==> config.mk <==
export PLATFORM = sky130hd
export DESIGN_NAME = ssr_top
export DESIGN_NICKNAME = d
export VERILOG_FILES = /design/src/core/ssr_pkg.sv /design/src/core/ssr_cmp_if.sv /design/src/core/ssr_sel.sv /design/src/core/ssr_top.sv
export VERILOG_INCLUDE_DIRS = /design/src /design/src/core
export SDC_FILE = /design/constraint.sdc
export NUM_CORES = 1
export LEC_CHECK = 0
export ABC_AREA = 1
export ABC_CLOCK_PERIOD_IN_PS = 1600
export BUFFER_PORTS_ARGS = -buffer_cell sky130_fd_sc_hd__buf_4
export CELL_PAD_IN_SITES_DETAIL_PLACEMENT = 1
export CELL_PAD_IN_SITES_GLOBAL_PLACEMENT = 1
export CORE_AREA = 4 4 146 92
export CTS_CLUSTER_SIZE = 30
export DETAILED_ROUTE_END_ITERATION = 8
export DIE_AREA = 0 0 150 96
export PLACE_DENSITY = 0.61
export SLEW_MARGIN = 30
export SYNTH_ARGS = -nofsm -noshare
export SYNTH_HDL_FRONTEND = slang
export SYNTH_SLANG_ARGS = --single-unit
==> constraint.sdc <==
create_clock -name clk -period 1.6 [get_ports clk]
set_input_delay 0.16 -clock clk [delete_from_list [all_inputs] [get_ports clk]]
set_output_delay 0.16 -clock clk [all_outputs]
set_load 0.02 [all_outputs]
==> src/core/ssr_defines.svh <==
`ifndef SSR_DEFINES_SVH
`define SSR_DEFINES_SVH
// Behaviour
// - Manual reset low at least 25 us counts
// - Reset follows valid manual reset after 12 us
// - Reset holds while manual reset stays low
// - Mode pin grounded selects internal thresholds
// - Mode pin above 600 mV selects external
// - External mode uses sense and mode comparators
// - Internal mode: warning precedes reset on fall
// - Internal warning trips above reset, hysteretic
// - Warning output high while supply is good
// - Undervoltage or manual reset asserts reset
// - Reset stretched 200 ms after causes clear
// - Reset clears counters, watchdog outputs high
// - Reset blocks chip select, output held high
// - Active-high reset mirrors active-low reset

// ---------------------------------------------------------------
// Timing
// ---------------------------------------------------------------
`define SSR_CLK_MHZ 250
`define SSR_MR_MIN_US 25
`define SSR_MR_DLY_US 12
`define SSR_STRETCH_MS 200
// Glitch filter length, least time in clock cycles
`define SSR_MR_MIN_CYC (`SSR_MR_MIN_US * `SSR_CLK_MHZ)
// Propagation delay of a valid press
`define SSR_MR_DLY_CYC (`SSR_MR_DLY_US * `SSR_CLK_MHZ)
`define SSR_STRETCH_CYC (`SSR_STRETCH_MS * 1000 * `SSR_CLK_MHZ)
`define SSR_CNT_W 26
`endif

==> src/core/ssr_pkg.sv <==
package ssr_pkg;
  // Threshold selection
  typedef enum logic {SSR_MODE_INT, SSR_MODE_EXT} ssr_mode_t;
  // Reset sequencer states
  typedef enum logic [1:0] {
    SSR_IDLE, SSR_MR_WAIT, SSR_HOLD, SSR_STRETCH
  } ssr_state_t;
endpackage

==> src/core/ssr_cmp_if.sv <==
// Comparator decisions bundled from the selector
interface ssr_cmp_if;
  logic mode_ext;
  logic warn_low;
  logic rst_low;
  modport src (output mode_ext, output warn_low, output rst_low);
  modport dst (input mode_ext, input warn_low, input rst_low);
endinterface

==> src/core/ssr_sel.sv <==
`include "ssr_defines.svh"
// ---------------------------------------------------------------
// Threshold mode selection and warning hysteresis
// ---------------------------------------------------------------
module ssr_sel
  import ssr_pkg::*;
(
  // Clocking
  input wire logic clk,
  input wire logic nrst,
  input wire logic ce,
  // Comparator levels
  input wire logic mode_above_sel,
  input wire logic int_warn_trip,
  input wire logic int_warn_clear,
  input wire logic int_rst_low,
  input wire logic ext_warn_low,
  input wire logic ext_rst_low,
  // Decisions
  ssr_cmp_if.src cmp
);
  logic hyst_q; // Internal warning latch
  ssr_mode_t mode;

  // Mode from the select comparator
  assign mode = mode_above_sel ? SSR_MODE_EXT : SSR_MODE_INT;

  // Set at trip point, clear only above the hysteresis band
  always_ff @(posedge clk or negedge nrst) begin
    if (!nrst) begin
      // Idle like the output register, so no false warning after reset
      hyst_q <= 1'b0;
    end else if (ce) begin
      if (int_warn_trip || int_rst_low) begin
        hyst_q <= 1'b1;
      end else if (int_warn_clear) begin
        hyst_q <= 1'b0;
      end
    end
  end

  // External mode ignores the internal divider entirely
  assign cmp.mode_ext = (mode == SSR_MODE_EXT);
  // Set terms pass straight through so in internal mode the warning never trails reset
  assign cmp.warn_low = cmp.mode_ext ? ext_warn_low
    : (hyst_q || int_warn_trip || int_rst_low);
  assign cmp.rst_low = cmp.mode_ext ? ext_rst_low : int_rst_low;
endmodule

==> src/core/ssr_top.sv <==
`include "ssr_defines.svh"
// ---------------------------------------------------------------
// Supply supervisor reset sequencer
// ---------------------------------------------------------------
module ssr_top
  import ssr_pkg::*;
#(
  parameter int unsigned STRETCH_CYC = `SSR_STRETCH_CYC,
  parameter int unsigned MR_MIN_CYC = `SSR_MR_MIN_CYC,
  parameter int unsigned MR_DLY_CYC = `SSR_MR_DLY_CYC
) (
  // Clocking
  input wire logic clk,
  input wire logic nrst,
  input wire logic ce,
  // Manual reset
  input wire logic manual_reset_n,
  // Supply comparators
  input wire logic mode_above_sel,
  input wire logic int_warn_trip,
  input wire logic int_warn_clear,
  input wire logic int_rst_low,
  input wire logic early_warn_sense,
  input wire logic ext_rst_low,
  // Watchdog requests from the neighbour
  input wire logic wd_fault_req,
  input wire logic wd_strobe_req,
  // Chip select
  input wire logic cs_in_n,
  output logic cs_out_n,
  // Reset, warning, watchdog and mode outputs
  output logic reset_n,
  output logic reset_hi,
  output logic early_power_warn_n,
  output logic watchdog_fault_n,
  output logic watchdog_strobe_n,
  output logic mode_ext
);
  ssr_cmp_if cmp ();
  ssr_state_t state_q;
  logic [`SSR_CNT_W-1:0] cnt_q; // Shared phase counter
  logic [`SSR_CNT_W-1:0] mr_cnt_q; // Continuous low counter
  logic mr_valid_q; // Filtered press
  logic rst_q; // Reset asserted
  logic warn_q;
  logic wdf_q;
  logic wds_q;
  logic cs_q;
  logic supply_low;

  // Sense high means sense input below its threshold
  ssr_sel u_sel (
    .clk(clk),
    .nrst(nrst),
    .ce(ce),
    .mode_above_sel(mode_above_sel),
    .int_warn_trip(int_warn_trip),
    .int_warn_clear(int_warn_clear),
    .int_rst_low(int_rst_low),
    .ext_warn_low(early_warn_sense),
    .ext_rst_low(ext_rst_low),
    .cmp(cmp)
  );
  assign supply_low = cmp.rst_low;

  // ---------------------------------------------------------------
  // Manual reset glitch filter
  // ---------------------------------------------------------------
  // Counts continuous low; any high restarts, so short pulses vanish
  always_ff @(posedge clk or negedge nrst) begin
    if (!nrst) begin
      mr_cnt_q <= '0;
      mr_valid_q <= 1'b0;
    end else if (ce) begin
      if (manual_reset_n) begin
        mr_cnt_q <= '0;
        mr_valid_q <= 1'b0;
      end else if (mr_cnt_q >= `SSR_CNT_W'(MR_MIN_CYC - 1)) begin
        mr_valid_q <= 1'b1;
      end else begin
        mr_cnt_q <= mr_cnt_q + 1'b1;
      end
    end
  end

  // ---------------------------------------------------------------
  // Reset sequencer
  // ---------------------------------------------------------------
  // Undervoltage asserts at once; a press waits its propagation delay
  always_ff @(posedge clk or negedge nrst) begin
    if (!nrst) begin
      state_q <= SSR_HOLD;
      cnt_q <= '0;
    end else if (ce) begin
      unique case (state_q)
        SSR_IDLE: begin
          cnt_q <= '0;
          if (supply_low) begin
            state_q <= SSR_HOLD;
          end else if (mr_valid_q) begin
            state_q <= SSR_MR_WAIT;
          end
        end
        SSR_MR_WAIT: begin
          // Delay measured from press validation
          if (supply_low) begin
            state_q <= SSR_HOLD;
            cnt_q <= '0;
          end else if (cnt_q >= `SSR_CNT_W'(MR_DLY_CYC - 1)) begin
            state_q <= SSR_HOLD;
            cnt_q <= '0;
          end else begin
            cnt_q <= cnt_q + 1'b1;
          end
        end
        SSR_HOLD: begin
          // Stays while any cause persists
          cnt_q <= '0;
          if (!supply_low && manual_reset_n) begin
            state_q <= SSR_STRETCH;
          end
        end
        SSR_STRETCH: begin
          if (supply_low || !manual_reset_n) begin
            state_q <= SSR_HOLD;
            cnt_q <= '0;
          end else if (cnt_q >= `SSR_CNT_W'(STRETCH_CYC - 1)) begin
            state_q <= SSR_IDLE;
            cnt_q <= '0;
          end else begin
            cnt_q <= cnt_q + 1'b1;
          end
        end
      endcase
    end
  end

  // Registered reset level
  always_ff @(posedge clk or negedge nrst) begin
    if (!nrst) begin
      rst_q <= 1'b1;
    end else if (ce) begin
      rst_q <= (state_q == SSR_HOLD) || (state_q == SSR_STRETCH)
        || (state_q == SSR_IDLE && supply_low)
        || (state_q == SSR_MR_WAIT && supply_low);
    end
  end

  // ---------------------------------------------------------------
  // Outputs
  // ---------------------------------------------------------------
  // Warning low when the chosen warning comparator trips
  always_ff @(posedge clk or negedge nrst) begin
    if (!nrst) begin
      warn_q <= 1'b0;
    end else if (ce) begin
      warn_q <= cmp.warn_low;
    end
  end

  // Watchdog outputs forced inactive during reset
  always_ff @(posedge clk or negedge nrst) begin
    if (!nrst) begin
      wdf_q <= 1'b1;
      wds_q <= 1'b1;
    end else if (ce) begin
      wdf_q <= !(wd_fault_req && !rst_q);
      wds_q <= !(wd_strobe_req && !rst_q);
    end
  end

  // Chip select blocked during reset; the write grace window is
  // left to the neighbouring gate logic
  always_ff @(posedge clk or negedge nrst) begin
    if (!nrst) begin
      cs_q <= 1'b1;
    end else if (ce) begin
      cs_q <= rst_q ? 1'b1 : cs_in_n;
    end
  end

  assign reset_n = !rst_q;
  assign reset_hi = rst_q;
  assign early_power_warn_n = !warn_q;
  assign watchdog_fault_n = wdf_q;
  assign watchdog_strobe_n = wds_q;
  assign cs_out_n = cs_q;
  assign mode_ext = cmp.mode_ext;

  // ---------------------------------------------------------------
  // Checks
  // ---------------------------------------------------------------
  // Cycles in reset with both causes gone, for the stretch check;
  // kept apart from the sequencer counter so the check is independent
  logic [`SSR_CNT_W-1:0] calm_q;
  always_ff @(posedge clk or negedge nrst) begin
    if (!nrst) begin
      calm_q <= '0;
    end else if (ce) begin
      if (!rst_q || supply_low || !manual_reset_n) begin
        calm_q <= '0; // Any cause restarts the count
      end else begin
        calm_q <= calm_q + 1'b1;
      end
    end
  end
endmodule

==> results by group <==
Global routing
  – Vias in the first global route: roughly 3500
  – Largest net degree at the start of global routing: 34
  – Gr ovfl total: 0
  – Gr usage total: 0.159
  – Initial antenna violation count: 0
  – Global-route wire length before repair: 17900 um

Floorplan
  – Standard-cell rows: 31
  – Chip Width: 150 um
  – Die Height: roughly 96 um
  – Initial Util: 0.296
  – DIE AREA: roughly 14000 um^2
  – Core Box Area: between 10000 and 15000 um^2
  – I/O Pins: 20

Finish
  – Final Cell Area: around 5300 um^2
  – ANT cells: 0
  – Final net count: approximately 580
  – Top Registers: cnt_q: 26 flops, mr_cnt_q: 26 flops, state_q: 2 flops
  – Footprint of the multi-input gates: 2070 um^2
  – Synth-to-layout area growth: 49.1%
  – Fill cells: around 1500
  – Share of cells above drive strength 1: 0.383
  – Storage cell area: about 1500 um^2
  – Fin cells: roughly 730

Place
  – Placed Cells: roughly 700
  – IO buf count: 19
  – GP Congestion: between 0.8 and 0.9
  – Detail Placement HPWL: 7910 um
  – Pre-CTS WS: -158 ps
  – Placed Area: 4280 um^2

Clocking
  – Num CTS Buffers: 9
  – Clock Sinks: 61
  – CTS root buf: clkbuf_16
  – CTS tree: built
  – Clock Pin Slew Worst Setup and Hold Paths: 50 ps
  – CTS H-tree lvls: 3
  – Clk_lat worst skew: 330 ps
  – CTS Buffer Depth: 2

Critical path
  – R2R Path Start: cnt_q[0]$_DFFE_PN0P_
  – Critical Path Most Common Cell: nor2_2
  – Crit path kind: reg2reg
  – End of the worst register-to-register path: cnt_q[5]$_DFFE_PN0P_
  – Critical path peak fanout: 4
  – CP peak stage delay: 400 ps
  – Critical Path Start: cnt_q[0]$_DFFE_PN0P_
  – Crit path max-delay family: simple AND/OR/NAND/NOR gates
  – CP Cell Sequence: ha_4 -> buf_6 -> nand3_2 -> nor2_2 -> nor2_2 -> nor2_2 -> nor2_2 -> nor2_4 -> nand2_4 -> inv_8 -> clkbuf_16 -> nor2_2
  – Worst setup path endpoint: cnt_q[5]$_DFFE_PN0P_
  – FF-to-FF path depth: 12
  – Worst path depth: 12
  – WP data required: 1820 ps
  – Crit path buf inv count: 3
  – Setup crit start kind: register
  – Worst path slowest cell: dfrtp_1
  – CP arrival: roughly 2000 ps
  – Reg-to-reg slack, setup: -140 ps
  – Endpoint type of the worst setup path: register

Logic synthesis
  – Main area contributors after synthesis: dfrtp_1, nand2_1, nor2_1
  – Area share of the largest cell type after synthesis: 0.397
  – Mapped Area: roughly 3500 um^2
  – Post-Syn Area per Cell: 7.48 um^2
  – Synth warn: 0
  – Post-synthesis cell count: between 400 and 500
  – Post-synthesis cell type count: 37
  – Post-synth top area cell: dfrtp_1
  – Number of synthesized flops with an enable pin: 0
  – Synthesis-stage register bit count: just over 60
  – Syn Nets: between 400 and 500
  – Ys async rst share: 1.00
  – Main synth FF type: dfrtp_1
  – Sequential-to-total area share from yosys stat: 0.434

STA
  – Final setup viols: a little over 50
  – Period minus WS final: 1740 ps
  – Final Hold Fails: 0
  – Relative slew slack: 0.702
  – FMAX: 576 MHz
  – RSZ-0062 raised after global routing: true
  – Max-slew violations: 0
  – Final WS setup: -137 ps
  – Clock Skew: 7.80 ps
  – Worst-Margin Slew: roughly 440 ps
  – Final period utilization: 1.09

Outcome
  – Status: finished, violations left
  – Violated checks: setup timing

Routing
  – Initial DRC count: approximately 170
  – Via count: 3391
  – Routed Antenna Nets: 0
  – DRT Pass-1 Iters: 4
  – Remaining DRCs: 0
  – Vias per cell: 4.62
  – Wirelength per Cell: between 15 and 20 um
  – Final WL: ~11000 um

Pwr
  – Pwr dens: between 900 and 1000 nW/um^2
  – Peak supply drop: approximately 0.55 mV
  – Int Pwr: about 3.6 mW
  – Gate power share: 0.193
  – Leak Pwr: about 2.4 nW
  – Sw Ratio: 0.273
  – Psw: 1.34 mW
  – Clock power share: 0.457
  – Sequential power share: 0.350

Hold path
  – Hold WC Path Type: in2reg

Flow run
  – Max-cap check violation count: 0
-- cells by family after synthesis --
kind of cell	share of synthesized area
fa+ha+maj	0.0142
simple gates	0.363
flops	0.434
xor+xnor	0.0496
buf+inv	0.0865
compound gates	0.0532
-- worst min-delay path: stages --
cell and delay [ps]:
buf_4 70, o21ai_0 50, o21ai_0 70
-- layer usage --
metal | vias up | global-route usage | part of all wire
li1 | 1675 | - | -
met1 | 1649 | 0.234 | 0.52
met2 | 58 | 0.234 | 0.43
met3 | 9 | 0.0409 | 0.042
met4 | 0 | 0.0342 | 0.0085
met5 | - | 0 | 0
-- through the flow --
| stage | total power [mW] | util | TNS (ps) | hold WS (ps) |
|---|---|---|---|---|
| finish | 4.91 | 0.441 | -4170 | 67.6 |
| CTS | 4.77 | 0.398 | -2100 | 65.4 |
| detailed placement | 2.44 | 0.358 | -2830 | 132 |
| floorplan | 2.11 | - | 0 | -136 |
| global route | 5.14 | 0.441 | -10580 | 91.6 |
| global placement | 2.41 | 0.358 | -1070 | 130 |
-- synth_stat cells (all sizes together), types with 2 or more instances --
cell type / instances
a21oi: 9
buf: 9
clkbuf: 4
dfrtp: 56
dfstp: 5
ha: 4
inv: 56
nand2: 113
nand3: 41
nand4: 12
nor2: 104
nor3: 9
nor4: 2
o21ai: 17
o21bai: 3
or2: 2
xnor2: 5
xor2: 15
-- cell type report --
cell class                 instances  area share
clock buffer                       9      0.0428
clock inverter                     7      0.0216
inverter                          56      0.0418
multi-input combinational        342       0.394
sequential                        61       0.291
tap                              165      0.0392
timing repair buffer              94       0.169
-- placed cells by master (no fill, tap or decap), types with 5 or more instances in the layout --
cell type / synthesis / routed
nand2_1: 108 / 85
buf_4: 1 / 74
nor2_1: 86 / 57
dfrtp_1: 56 / 55
inv_1: 55 / 51
nand3_1: 40 / 29
nor2_2: 13 / 26
nand2_2: 3 / 21
nor2_4: 5 / 21
xor2_1: 15 / 15
clkbuf_16: 0 / 13
nand4_1: 12 / 12
o21ai_0: 17 / 12
nand3_2: 1 / 9
nor3_1: 8 / 7
nand2_4: 2 / 6
a21oi_1: 7 / 6
buf_12: 0 / 6
xnor2_1: 5 / 5
dfstp_2: 5 / 5
buf_6: 3 / 5
-- worst min-delay path by stage --
stage               slack (ps)        startpoint                 endpoint  depth (start not counted)
finish                      70  early_warn_sense       warn_q$_DFFE_PN0P_                          3
global route                90  early_warn_sense       warn_q$_DFFE_PN0P_                          3
CTS                         70  early_warn_sense       warn_q$_DFFE_PN0P_                          3
detailed placement         130              nrst  mr_cnt_q[2]$_DFFE_PN0P_                          1
global placement           130              nrst  mr_cnt_q[2]$_DFFE_PN0P_                          1
floorplan                 -140              nrst     cnt_q[0]$_DFFE_PN0P_                          0
-- power groups by stage --
stage / clock network, mW / logic [mW] / registers, mW
2_1_floorplan: 0 / 0.367 / 1.74
3_3_place_gp: 0 / 0.690 / 1.72
3_5_place_dp: 0 / 0.716 / 1.73
4_1_cts: 2.30 / 0.774 / 1.70
5_1_grt: 2.37 / 1.05 / 1.73
6_report: 2.24 / 0.945 / 1.72
-- timing repair --
action | 4_1_cts | 5_1_grt
gates resized for setup | 18 | 107
setup endpoints to repair | 54 | 54
endpoints found under the hold margin | 25 | 0
setup buffers | 6 | 3
pin swaps | 4 | 21
hold buffers | 3 | 0
gates cloned | 0 | 4
Power figures use the tool's default switching activity.
